--- config.mk ---
export PLATFORM = sky130hd
export DESIGN_NAME = epd_controller_command_decoder
export DESIGN_NICKNAME = d
export VERILOG_FILES = /design/src/core/epd_pkg.sv /design/src/core/epd_controller_command_decoder.sv
export VERILOG_INCLUDE_DIRS = /design/src /design/src/core
export SDC_FILE = /design/constraint.sdc
export NUM_CORES = 1
export LEC_CHECK = 0
export BUFFER_PORTS_ARGS = -buffer_cell sky130_fd_sc_hd__buf_2
export CORE_AREA = 2 2 194 196
export CTS_BUF_LIST = sky130_fd_sc_hd__clkbuf_8
export DETAILED_ROUTE_END_ITERATION = 10
export DIE_AREA = 0 0 196 198
export GPL_TIMING_DRIVEN = 0
export HOLD_SLACK_MARGIN = 0.03
export PLACE_DENSITY = 0.73
export SYNTH_ARGS = -nofsm -noshare
export SYNTH_HDL_FRONTEND = slang
export SYNTH_SLANG_ARGS = --single-unit
--- constraint.sdc ---
create_clock -name clk_i -period 7.1 [get_ports clk_i]
set_input_delay 0.355 -clock clk_i [delete_from_list [all_inputs] [get_ports clk_i]]
set_output_delay 0.355 -clock clk_i [all_outputs]
set_load 0.03 [all_outputs]
--- src/core/epd_params.svh ---
`ifndef EPD_PARAMS_SVH
`define EPD_PARAMS_SVH
// ****************************************
// command codes
// ****************************************
`define CMD_ACTIVATE   8'h20
`define CMD_SEQ_OPT    8'h22
`define CMD_WR_MONO    8'h24
`define CMD_WR_RED     8'h26
`define CMD_RD_RAM     8'h27
`define CMD_SENSE      8'h28
`define CMD_SENSE_DUR  8'h29
`define CMD_PROG_CEV   8'h2A
`define CMD_CEV_CTRL   8'h2B
`define CMD_WR_CEV     8'h2C
`define CMD_CRC_CALC   8'h34
`define CMD_CRC_READ   8'h35
`define CMD_PROG_OPT   8'h36
`define CMD_DISP_OPT   8'h37
`define CMD_USER_ID    8'h38
`define CMD_PROG_MODE  8'h39
`define CMD_BORDER     8'h3C
`define CMD_RD_OPT     8'h41
`define CMD_X_WIN      8'h44
`define CMD_X_CNT      8'h4E
`define CMD_Y_CNT      8'h4F
// ****************************************
// reset values and fields
// ****************************************
`define SEQ_OPT_RST    8'hFF
`define BORDER_RST     8'hC0
`define X_START_RST    10'h000
`define X_END_RST      10'h3BF
`define ADDR_RST       10'h000
`define SENSE_DUR_RST  4'h9
`define SENSE_MODE_BIT 6
`define SEQ_MODE2_BIT  3
`define OPT_BYTES      10
`define OPT_TOTAL      20
`define OPT_BYTE_F     5
`define OPT_PP1_BIT    7
`define OPT_PP2_BIT    6
// ****************************************
// timing
// ****************************************
`define CLK_MHZ        10
`define CLK_HZ         10000000
`define SEQ_STEP_NS    1000
`define SEQ_STEP_CYC   ((`SEQ_STEP_NS * `CLK_MHZ + 999) / 1000)
`endif

--- src/core/epd_pkg.sv ---
package epd_pkg;
  typedef enum logic [2:0] {
    SEQ_IDLE = 3'b001,
    SEQ_RUN  = 3'b010,
    SEQ_WAIT = 3'b100
  } seq_state_t;
  typedef enum logic [2:0] {
    OP_IDLE  = 3'b001,
    OP_SENSE = 3'b010,
    OP_OTP   = 3'b100
  } op_state_t;
  typedef enum logic [1:0] {
    OTP_NONE = 2'h0,
    OTP_CEV  = 2'h1,
    OTP_OPT  = 2'h2,
    OTP_CRC  = 2'h3
  } otp_op_t;
endpackage : epd_pkg

--- src/core/epd_controller_command_decoder.sv ---
`timescale 1ns/1ns
`default_nettype none
`include "epd_params.svh"
module epd_controller_command_decoder #(
  parameter int unsigned CYC_PER_SEC = `CLK_HZ
) (
  input  wire logic        clk_i,
  input  wire logic        sys_rst_i,
  input  wire logic        scl_i,
  input  wire logic        sda_i,
  output logic             sda_o,
  output logic             sda_oe_o,
  input  wire logic        cs_n_i,
  input  wire logic        dc_i,
  output logic             busy_o,
  output logic             clock_enable_flag_o,
  output logic             analog_enable_flag_o,
  output logic             display_start_o,
  output logic             display_mode2_o,
  output logic             table_load_o,
  output logic             temp_fetch_o,
  output logic             ram_wr_valid_o,
  input  wire logic        ram_wr_ready_i,
  output logic             ram_wr_plane_o,
  output logic [9:0]       ram_wr_x_o,
  output logic [9:0]       ram_wr_y_o,
  output logic [7:0]       ram_wr_data_o,
  output logic [9:0]       ram_rd_x_o,
  output logic [9:0]       ram_rd_y_o,
  output logic             ram_rd_plane_o,
  input  wire logic [7:0]  ram_rd_data_i,
  input  wire logic [7:0]  sense_value_i,
  output logic [7:0]       common_voltage_o,
  output logic [1:0]       otp_op_o,
  input  wire logic        otp_done_i,
  input  wire logic [15:0] otp_crc_i,
  input  wire logic [4:0]  otp_byte_idx_i,
  output logic [7:0]       otp_byte_o,
  output logic [1:0]       prog_mode_o,
  output logic [7:0]       border_drive_output_o,
  output logic             pingpong_mode1_o,
  output logic             pingpong_mode2_o,
  output logic [9:0]       window_x_start_o,
  output logic [9:0]       window_x_end_o
);
  // ****************************************
  // link sampling
  // ****************************************
  logic [3:0] sync1_reg, sync2_reg;
  logic       scl_d_reg;
  logic [2:0] bit_cnt_reg;
  logic [7:0] shift_reg, tx_reg, tx_hold_reg;
  logic       rx_valid_reg, rx_dc_reg;
  logic [7:0] rx_byte_reg;
  always_ff @(posedge clk_i or posedge sys_rst_i) begin
    if (sys_rst_i) begin
      sync1_reg <= 4'h7;
      sync2_reg <= 4'h7;
      scl_d_reg <= 1'b0;
    end else begin
      sync1_reg <= {scl_i, sda_i, cs_n_i, dc_i};
      sync2_reg <= sync1_reg;
      scl_d_reg <= sync2_reg[3];
    end
  end
  wire scl_s    = sync2_reg[3];
  wire sda_s    = sync2_reg[2];
  wire cs_n_s   = sync2_reg[1];
  wire dc_s     = sync2_reg[0];
  wire scl_rise = scl_s & ~scl_d_reg & ~cs_n_s;
  wire scl_fall = ~scl_s & scl_d_reg & ~cs_n_s;
  wire byte_end = scl_rise & (bit_cnt_reg == 3'h7);
  always_ff @(posedge clk_i or posedge sys_rst_i) begin
    if (sys_rst_i) begin
      bit_cnt_reg <= 3'h0;
      shift_reg   <= 8'h00;
    end else if (cs_n_s) begin
      bit_cnt_reg <= 3'h0;
    end else if (scl_rise) begin
      bit_cnt_reg <= bit_cnt_reg + 3'h1;
      shift_reg   <= {shift_reg[6:0], sda_s};
    end
  end
  // ****************************************
  // decoder state
  // ****************************************
  logic [7:0]  cmd_reg, seq_opt_reg;
  logic [3:0]  idx_reg;
  logic        read_mode;
  logic        head_v_reg, tail_v_reg;
  logic [28:0] head_reg, tail_reg;
  logic [9:0]  x_reg, y_reg;
  logic        rd_plane_reg;
  logic [3:0]  sense_dur_reg;
  logic        sense_norm_reg;
  logic [15:0] crc_reg;
  logic [7:0]  opt_mem [0:`OPT_TOTAL-1];
  epd_pkg::seq_state_t seq_state_reg;
  epd_pkg::op_state_t  op_state_reg;
  logic [2:0]  step_idx_reg;
  logic [31:0] wait_cnt_reg;
  logic [3:0]  sec_cnt_reg;
  wire wr_cmd  = (cmd_reg == `CMD_WR_MONO) | (cmd_reg == `CMD_WR_RED);
  wire stall   = rx_dc_reg & wr_cmd & tail_v_reg;
  wire take    = rx_valid_reg & ~stall;
  wire is_cmd  = take & ~rx_dc_reg;
  wire is_dat  = take & rx_dc_reg;
  wire [7:0] b = rx_byte_reg;
  assign read_mode = (cmd_reg == `CMD_RD_RAM) | (cmd_reg == `CMD_CRC_READ);
  always_ff @(posedge clk_i or posedge sys_rst_i) begin
    if (sys_rst_i) begin
      rx_valid_reg <= 1'b0;
      rx_dc_reg    <= 1'b0;
      rx_byte_reg  <= 8'h00;
    end else if (byte_end) begin
      rx_valid_reg <= 1'b1;
      rx_dc_reg    <= dc_s;
      rx_byte_reg  <= {shift_reg[6:0], sda_s};
    end else if (take) begin
      rx_valid_reg <= 1'b0;
    end
  end
  // ****************************************
  // read path
  // ****************************************
  always_ff @(posedge clk_i or posedge sys_rst_i) begin
    if (sys_rst_i) begin
      tx_reg   <= 8'h00;
      sda_o    <= 1'b0;
      sda_oe_o <= 1'b0;
    end else begin
      sda_oe_o <= read_mode & ~cs_n_s & dc_s;
      if (scl_fall && bit_cnt_reg == 3'h0) begin
        sda_o  <= tx_hold_reg[7];
        tx_reg <= {tx_hold_reg[6:0], 1'b0};
      end else if (scl_fall) begin
        sda_o  <= tx_reg[7];
        tx_reg <= {tx_reg[6:0], 1'b0};
      end
    end
  end
  wire cmd_rd   = is_cmd & (b == `CMD_RD_RAM);
  wire cmd_crc  = is_cmd & (b == `CMD_CRC_READ);
  wire dat_rd   = is_dat & (cmd_reg == `CMD_RD_RAM);
  wire dat_crc  = is_dat & (cmd_reg == `CMD_CRC_READ) & (idx_reg == 4'h0);
  wire [7:0] tx_next = cmd_rd  ? 8'h00 :
                       cmd_crc ? crc_reg[15:8] :
                       dat_rd  ? ram_rd_data_i :
                       dat_crc ? crc_reg[7:0] : 8'h00;
  always_ff @(posedge clk_i or posedge sys_rst_i) begin
    if (sys_rst_i) tx_hold_reg <= 8'h00;
    else if (take) tx_hold_reg <= tx_next;
  end
  // ****************************************
  // write buffer and address counter
  // ****************************************
  wire        push    = is_dat & wr_cmd;
  wire        pop     = head_v_reg & ram_wr_ready_i;
  wire [28:0] entry   = {cmd_reg == `CMD_WR_RED, x_reg, y_reg, b};
  wire        advance = push | dat_rd;
  wire        x_wrap  = (x_reg == window_x_end_o);
  always_ff @(posedge clk_i or posedge sys_rst_i) begin
    if (sys_rst_i) begin
      head_v_reg <= 1'b0;
      tail_v_reg <= 1'b0;
      head_reg   <= 29'h0;
      tail_reg   <= 29'h0;
    end else if (pop) begin
      head_v_reg <= tail_v_reg | push;
      head_reg   <= tail_v_reg ? tail_reg : entry;
      tail_v_reg <= tail_v_reg & push;
      if (push) tail_reg <= entry;
    end else if (push && !head_v_reg) begin
      head_v_reg <= 1'b1;
      head_reg   <= entry;
    end else if (push) begin
      tail_v_reg <= 1'b1;
      tail_reg   <= entry;
    end
  end
  assign ram_wr_valid_o = head_v_reg;
  assign ram_wr_plane_o = head_reg[28];
  assign ram_wr_x_o     = head_reg[27:18];
  assign ram_wr_y_o     = head_reg[17:8];
  assign ram_wr_data_o  = head_reg[7:0];
  assign ram_rd_x_o     = x_reg;
  assign ram_rd_y_o     = y_reg;
  assign ram_rd_plane_o = rd_plane_reg;
  wire dat_x = is_dat & (cmd_reg == `CMD_X_CNT);
  wire dat_y = is_dat & (cmd_reg == `CMD_Y_CNT);
  always_ff @(posedge clk_i or posedge sys_rst_i) begin
    if (sys_rst_i) begin
      x_reg <= `ADDR_RST;
      y_reg <= `ADDR_RST;
    end else if (dat_x || dat_y) begin
      if (dat_x && idx_reg == 4'h0) x_reg[7:0] <= b;
      if (dat_x && idx_reg == 4'h1) x_reg[9:8] <= b[1:0];
      if (dat_y && idx_reg == 4'h0) y_reg[7:0] <= b;
      if (dat_y && idx_reg == 4'h1) y_reg[9:8] <= b[1:0];
    end else if (advance) begin
      x_reg <= x_wrap ? window_x_start_o : x_reg + 10'h001;
      if (x_wrap) y_reg <= y_reg + 10'h001;
    end
  end
  // ****************************************
  // parameter registers
  // ****************************************
  always_ff @(posedge clk_i or posedge sys_rst_i) begin
    if (sys_rst_i) begin
      cmd_reg               <= 8'h00;
      idx_reg               <= 4'h0;
      seq_opt_reg           <= `SEQ_OPT_RST;
      rd_plane_reg          <= 1'b0;
      sense_dur_reg         <= `SENSE_DUR_RST;
      sense_norm_reg        <= 1'b1;
      prog_mode_o           <= 2'h0;
      border_drive_output_o <= `BORDER_RST;
      window_x_start_o      <= `X_START_RST;
      window_x_end_o        <= `X_END_RST;
      pingpong_mode1_o      <= 1'b0;
      pingpong_mode2_o      <= 1'b0;
    end else if (is_cmd) begin
      cmd_reg <= b;
      idx_reg <= 4'h0;
    end else if (is_dat) begin
      if (idx_reg != 4'hF) idx_reg <= idx_reg + 4'h1;
      case (cmd_reg)
        `CMD_SEQ_OPT:   seq_opt_reg <= b;
        `CMD_RD_OPT:    rd_plane_reg <= b[0];
        `CMD_SENSE_DUR: begin
          sense_dur_reg  <= b[3:0];
          sense_norm_reg <= b[`SENSE_MODE_BIT];
        end
        `CMD_PROG_MODE: prog_mode_o <= b[1:0];
        `CMD_BORDER:    border_drive_output_o <= b;
        `CMD_DISP_OPT: begin
          if (idx_reg == 4'(`OPT_BYTE_F)) begin
            pingpong_mode1_o <= b[`OPT_PP1_BIT];
            pingpong_mode2_o <= b[`OPT_PP2_BIT];
          end
        end
        `CMD_X_WIN: begin
          if (idx_reg == 4'h0) window_x_start_o[7:0] <= b;
          if (idx_reg == 4'h1) window_x_start_o[9:8] <= b[1:0];
          if (idx_reg == 4'h2) window_x_end_o[7:0]   <= b;
          if (idx_reg == 4'h3) window_x_end_o[9:8]   <= b[1:0];
        end
        default: ;
      endcase
    end
  end
  wire opt_wr = is_dat & (idx_reg < 4'(`OPT_BYTES)) &
                ((cmd_reg == `CMD_DISP_OPT) | (cmd_reg == `CMD_USER_ID));
  wire [4:0] opt_addr = (cmd_reg == `CMD_USER_ID) ? 5'(idx_reg) + 5'(`OPT_BYTES) : 5'(idx_reg);
  always_ff @(posedge clk_i) begin
    if (opt_wr) opt_mem[opt_addr] <= b;
  end
  always_ff @(posedge clk_i or posedge sys_rst_i) begin
    if (sys_rst_i) otp_byte_o <= 8'h00;
    else if (otp_byte_idx_i < 5'(`OPT_TOTAL)) otp_byte_o <= opt_mem[otp_byte_idx_i];
    else otp_byte_o <= 8'h00;
  end
  // ****************************************
  // update sequencer
  // ****************************************
  wire seq_go   = is_cmd & (b == `CMD_ACTIVATE) & (seq_state_reg == epd_pkg::SEQ_IDLE);
  wire step_on  = seq_opt_reg[step_idx_reg] & (step_idx_reg != 3'(`SEQ_MODE2_BIT));
  wire wait_end = (wait_cnt_reg == 32'h0);
  always_ff @(posedge clk_i or posedge sys_rst_i) begin
    if (sys_rst_i) begin
      seq_state_reg        <= epd_pkg::SEQ_IDLE;
      step_idx_reg         <= 3'h7;
      clock_enable_flag_o  <= 1'b0;
      analog_enable_flag_o <= 1'b0;
      display_start_o      <= 1'b0;
      display_mode2_o      <= 1'b0;
      table_load_o         <= 1'b0;
      temp_fetch_o         <= 1'b0;
    end else begin
      display_start_o <= 1'b0;
      table_load_o    <= 1'b0;
      temp_fetch_o    <= 1'b0;
      case (seq_state_reg)
        epd_pkg::SEQ_IDLE: if (seq_go) begin
          seq_state_reg <= epd_pkg::SEQ_RUN;
          step_idx_reg  <= 3'h7;
        end
        epd_pkg::SEQ_RUN: begin
          display_mode2_o <= seq_opt_reg[`SEQ_MODE2_BIT];
          if (step_on) begin
            seq_state_reg <= epd_pkg::SEQ_WAIT;
            case (step_idx_reg)
              3'h7: clock_enable_flag_o  <= 1'b1;
              3'h6: analog_enable_flag_o <= 1'b1;
              3'h5: temp_fetch_o         <= 1'b1;
              3'h4: table_load_o         <= 1'b1;
              3'h2: display_start_o      <= 1'b1;
              3'h1: analog_enable_flag_o <= 1'b0;
              3'h0: clock_enable_flag_o  <= 1'b0;
              default: ;
            endcase
          end else if (step_idx_reg == 3'h0) seq_state_reg <= epd_pkg::SEQ_IDLE;
          else step_idx_reg <= step_idx_reg - 3'h1;
        end
        epd_pkg::SEQ_WAIT: if (wait_end && op_state_reg != epd_pkg::OP_SENSE) begin
          seq_state_reg <= (step_idx_reg == 3'h0) ? epd_pkg::SEQ_IDLE : epd_pkg::SEQ_RUN;
          if (step_idx_reg != 3'h0) step_idx_reg <= step_idx_reg - 3'h1;
        end
        default: seq_state_reg <= epd_pkg::SEQ_IDLE;
      endcase
    end
  end
  // ****************************************
  // sensing and otp operations
  // ****************************************
  wire sense_go = is_cmd & (b == `CMD_SENSE) & clock_enable_flag_o &
                  analog_enable_flag_o & sense_norm_reg;
  wire otp_cev  = is_cmd & (b == `CMD_PROG_CEV) & clock_enable_flag_o;
  wire otp_opt  = is_cmd & (b == `CMD_PROG_OPT) & clock_enable_flag_o;
  wire otp_crc  = is_cmd & (b == `CMD_CRC_CALC);
  wire op_free  = (op_state_reg == epd_pkg::OP_IDLE);
  wire sec_tick = (wait_cnt_reg == 32'h0);
  always_ff @(posedge clk_i or posedge sys_rst_i) begin
    if (sys_rst_i) wait_cnt_reg <= 32'h0;
    else if (step_on && seq_state_reg == epd_pkg::SEQ_RUN)
      wait_cnt_reg <= 32'(`SEQ_STEP_CYC - 1);
    else if (sense_go && op_free) wait_cnt_reg <= 32'(CYC_PER_SEC - 1);
    else if (op_state_reg == epd_pkg::OP_SENSE && sec_tick) wait_cnt_reg <= 32'(CYC_PER_SEC - 1);
    else if (!wait_end) wait_cnt_reg <= wait_cnt_reg - 32'h1;
  end
  always_ff @(posedge clk_i or posedge sys_rst_i) begin
    if (sys_rst_i) begin
      op_state_reg     <= epd_pkg::OP_IDLE;
      sec_cnt_reg      <= 4'h0;
      otp_op_o         <= epd_pkg::OTP_NONE;
      crc_reg          <= 16'h0000;
      common_voltage_o <= 8'h00;
    end else begin
      case (op_state_reg)
        epd_pkg::OP_IDLE: begin
          if (is_dat && cmd_reg == `CMD_WR_CEV) common_voltage_o <= b;
          if (sense_go) begin
            op_state_reg <= epd_pkg::OP_SENSE;
            sec_cnt_reg  <= sense_dur_reg;
          end else if (otp_cev || otp_opt || otp_crc) begin
            op_state_reg <= epd_pkg::OP_OTP;
            otp_op_o     <= otp_cev ? epd_pkg::OTP_CEV :
                            otp_opt ? epd_pkg::OTP_OPT : epd_pkg::OTP_CRC;
          end
        end
        epd_pkg::OP_SENSE: if (sec_tick) begin
          if (sec_cnt_reg == 4'h0) begin
            op_state_reg     <= epd_pkg::OP_IDLE;
            common_voltage_o <= sense_value_i;
          end else sec_cnt_reg <= sec_cnt_reg - 4'h1;
        end
        epd_pkg::OP_OTP: if (otp_done_i) begin
          op_state_reg <= epd_pkg::OP_IDLE;
          otp_op_o     <= epd_pkg::OTP_NONE;
          if (otp_op_o == epd_pkg::OTP_CRC) crc_reg <= otp_crc_i;
        end
        default: op_state_reg <= epd_pkg::OP_IDLE;
      endcase
    end
  end
  wire busy_next = seq_go | sense_go | otp_cev | otp_opt | otp_crc |
                   (seq_state_reg != epd_pkg::SEQ_IDLE) | ~op_free;
  always_ff @(posedge clk_i or posedge sys_rst_i) begin
    if (sys_rst_i) busy_o <= 1'b0;
    else busy_o <= busy_next;
  end
endmodule : epd_controller_command_decoder
`default_nettype wire

==> results.json <==
{
  "tritoncts_num_sinks": 430,
  "cts_post_setup_buffers_inserted": 0,
  "outcome": "completed",
  "die_y_um": 198,
  "cts_made_buffers": 73,
  "layout_common_cells": "sky130_fd_sc_hd__dfrtp_1 (237), sky130_fd_sc_hd__edfxtp_1 (160), sky130_fd_sc_hd__buf_2 (151), sky130_fd_sc_hd__nor2_1 (128), sky130_fd_sc_hd__mux2_2 (114)",
  "place.detailed.hpwl_um": 30100,
  "drt_pre_antenna_iters": 5,
  "layout_setup_ws_ns": 3.50,
  "synth.ff_latch_count": 430,
  "die_width_um": 196,
  "syn-instance-count": 1445,
  "wirelength_um": 44300,
  "rsz0062_at_grt": "false",
  "synthFlopType": "sky130_fd_sc_hd__dfrtp_1",
  "detailedRoute.firstIterationViolations": 1055,
  "post_cts_resize_count": 0,
  "hold_path.class": "in2reg",
  "timing.critical_path.from_type": "flip-flop",
  "cts-hold-fix-buffers": 36,
  "setup.worst_path.end_class": "flip-flop",
  "synth_largest_area_cell": "sky130_fd_sc_hd__dfrtp_1",
  "route.detailed.wl_per_inst_um": 19.7,
  "start_util": 0.510,
  "power_leakage_nw": 9.58,
  "clkLatencyLatePin_ns": 0.63,
  "max_clock_freq_mhz": 278,
  "clockBufferDepth": 3,
  "max_stage_delay_ns": 0.71,
  "cts_tree": "built",
  "timing.critical_path.slowest_stage_cell": "sky130_fd_sc_hd__nor3b_1",
  "cp_cell_sequence": "clkbuf_1 > nor3b_1 > nand2_1 > nor4_1 > nor3_1 > or3b_2 > a21oi_1",
  "detail_route.vias_per_cell": 5.69,
  "post-place-ws_ns": 3.54,
  "detailroute.via_count": 12800,
  "root_buffer": "sky130_fd_sc_hd__clkbuf_8",
  "critical_path_class": "reg2reg",
  "power_density_nw_per_um2": 233,
  "placement.cell_area_sq_um": 20400,
  "synth.top_cells.by_area": "sky130_fd_sc_hd__dfrtp_1 (31%), sky130_fd_sc_hd__edfxtp_1 (25%), sky130_fd_sc_hd__mux2_2 (6.8%), sky130_fd_sc_hd__mux4_2 (5.9%), sky130_fd_sc_hd__dfstp_2 (4.6%)",
  "io_pins": 155,
  "detail-route-antenna-nets": 0,
  "antenna_found_initial": 2,
  "timing.hold.ws_ns": 0.0676,
  "synth_sequential_area_ratio": 0.615,
  "finalSetupTns_ns": 0,
  "n_antenna_cell": 0,
  "grt_start_max_net_pins": 41,
  "total_power_w": 0.00519,
  "final_cell_area_sq_um": 22200,
  "place.gp.congestion": 0.888,
  "tightestPinTransition_ns": 1.08,
  "most_frequent_standard_cell_in_the_layout_excluding_fill_and_tap_cells": "sky130_fd_sc_hd__dfrtp_1",
  "grt_use_total": 0.234,
  "worst_ep_arrival_time_ns": 4.14,
  "maxCapViolations": 0,
  "row_count": 71,
  "die_area_sq_um": 38800,
  "largest_register_ff_count": 160,
  "final_slew_viol_count": 0,
  "synth.top_cell.area_share": 0.315,
  "clock_skew_ns": 0.0166,
  "final_nets": 1776,
  "ir_worst_vdd_uv": 134,
  "syn_area_sq_um": 18900,
  "wp_data_required_ns": 7.64,
  "synthesis.nets": 1507,
  "finalWorstPathRequiredPeriod_ns": 3.60,
  "post_synthesis_mean_instance_area_sq_um": 13.0,
  "netlist-cell-type-count": 66,
  "grt_overflow_total": 0,
  "worst_setup_hold_path_clk_slew_ns": 0.06,
  "slew_headroom": 0.280,
  "synth_edf_count": 160,
  "syn2layout_area_growth_pct": 17.9,
  "via_count_of_the_first_global_routing_pass": 12800,
  "final_min_period_over_clock_period": 0.507,
  "crit_path_max_fanout": 21,
  "async_set_reset_flop_share_out_of_synthesis": 0.628,
  "port-buffer-count": 150,
  "setup_violations": 0,
  "post_route_cells_drive_above_1_share": 0.288,
  "floorplan.core_area_sq_um": 37000,
  "htreeDepth": 3,
  "synthesis.yosys.warnings": 0,
  "number_of_endpoints_with_negative_hold_slack_in_the_final_report": 0,
  "detail_route.drc_violations": 0,
  "grt_pass1_wl_um": 70300
}
-- report_power, final --
part	switching [W]	internal (W)	leakage [nW]
clock network	0.00102	0.00125	0.864
logic	0.000166	0.0000978	3.93
registers	0.0000331	0.00262	4.79
-- path summary, 6_finish.rpt --
kind / start / end / slack, ns / depth (start not counted)
worst min register to register: sync1_reg[0]$_DFF_PP1_ / sync2_reg[0]$_DFF_PP1_ / 0.35 / 0
max in group asynchronous: sys_rst_i / step_idx_reg[1]$_DFFE_PP1P_ / 5.67 / 6
worst max-delay path: b[0]$_DFFE_PP0P_ / wait_cnt_reg[26]$_DFFE_PP0P_ / 3.50 / 7
min in group asynchronous: sys_rst_i / tx_hold_reg[3]$_DFFE_PP0N_ / 0.29 / 3
worst min-delay path: sense_value_i[0] / common_voltage_o[0]$_DFFE_PP0P_ / 0.07 / 2
worst max register to register: b[0]$_DFFE_PP0P_ / wait_cnt_reg[26]$_DFFE_PP0P_ / 3.50 / 7
-- per-stage QoR --
stage,instances,utilization
2_1_floorplan,1445,-
3_5_place_dp,2077,0.551
3_3_place_gp,2069,0.547
4_1_cts,2247,0.602
5_1_grt,2247,0.602
6_report,2247,0.602
-- synth_stat cells (all sizes together) (17+ instances only) --
library cell,n
buf,32
inv,40
nor3,23
nor2,128
ha,17
mux4,49
mux2i,39
clkbuf,56
nand3,50
a31oi,17
edfxtp,160
dfrtp,237
dfstp,33
o21ai,42
a21oi,94
xnor2,25
nand2,103
xor2,17
mux2,114
-- critical path: cells and delay by family, from the launching register on --
| kind | cells | cell delay [ns] |
|---|---|---|
| AO/OA/AOI/OAI | 1 | 0.16 |
| buffers and inverters | 1 | 0.47 |
| flip-flops | 1 | 0.60 |
| AND/OR/NAND/NOR | 5 | 2.28 |
-- routing by layer --
metal	GRT usage	routed length, um
met3	0.0497	2710
met4	0.0755	1060
met2	0.386	21700
met1	0.314	18900
met5	0	25
-- cell families after synthesis --
logic type / synth area share
AO/OA/AOI/OAI: 0.0669
adder cells (fa/ha/maj): 0.0113
buffers and inverters: 0.0319
flip-flops: 0.615
multiplexers: 0.147
AND/OR/NAND/NOR: 0.108
XOR/XNOR: 0.0195
-- cell type report --
cell class | instances | area (sq um)
Clock inverter | 45 | 285
Inverter | 40 | 154
Multi-Input combinational cell | 886 | 6660
Tap cell | 474 | 593
Fill cell | 2956 | 14700
Sequential cell | 430 | 11600
Timing Repair Buffer | 194 | 1260
Buffer | 89 | 450
Clock buffer | 89 | 1220
Note: power is estimated with default switching activity, not from simulation.
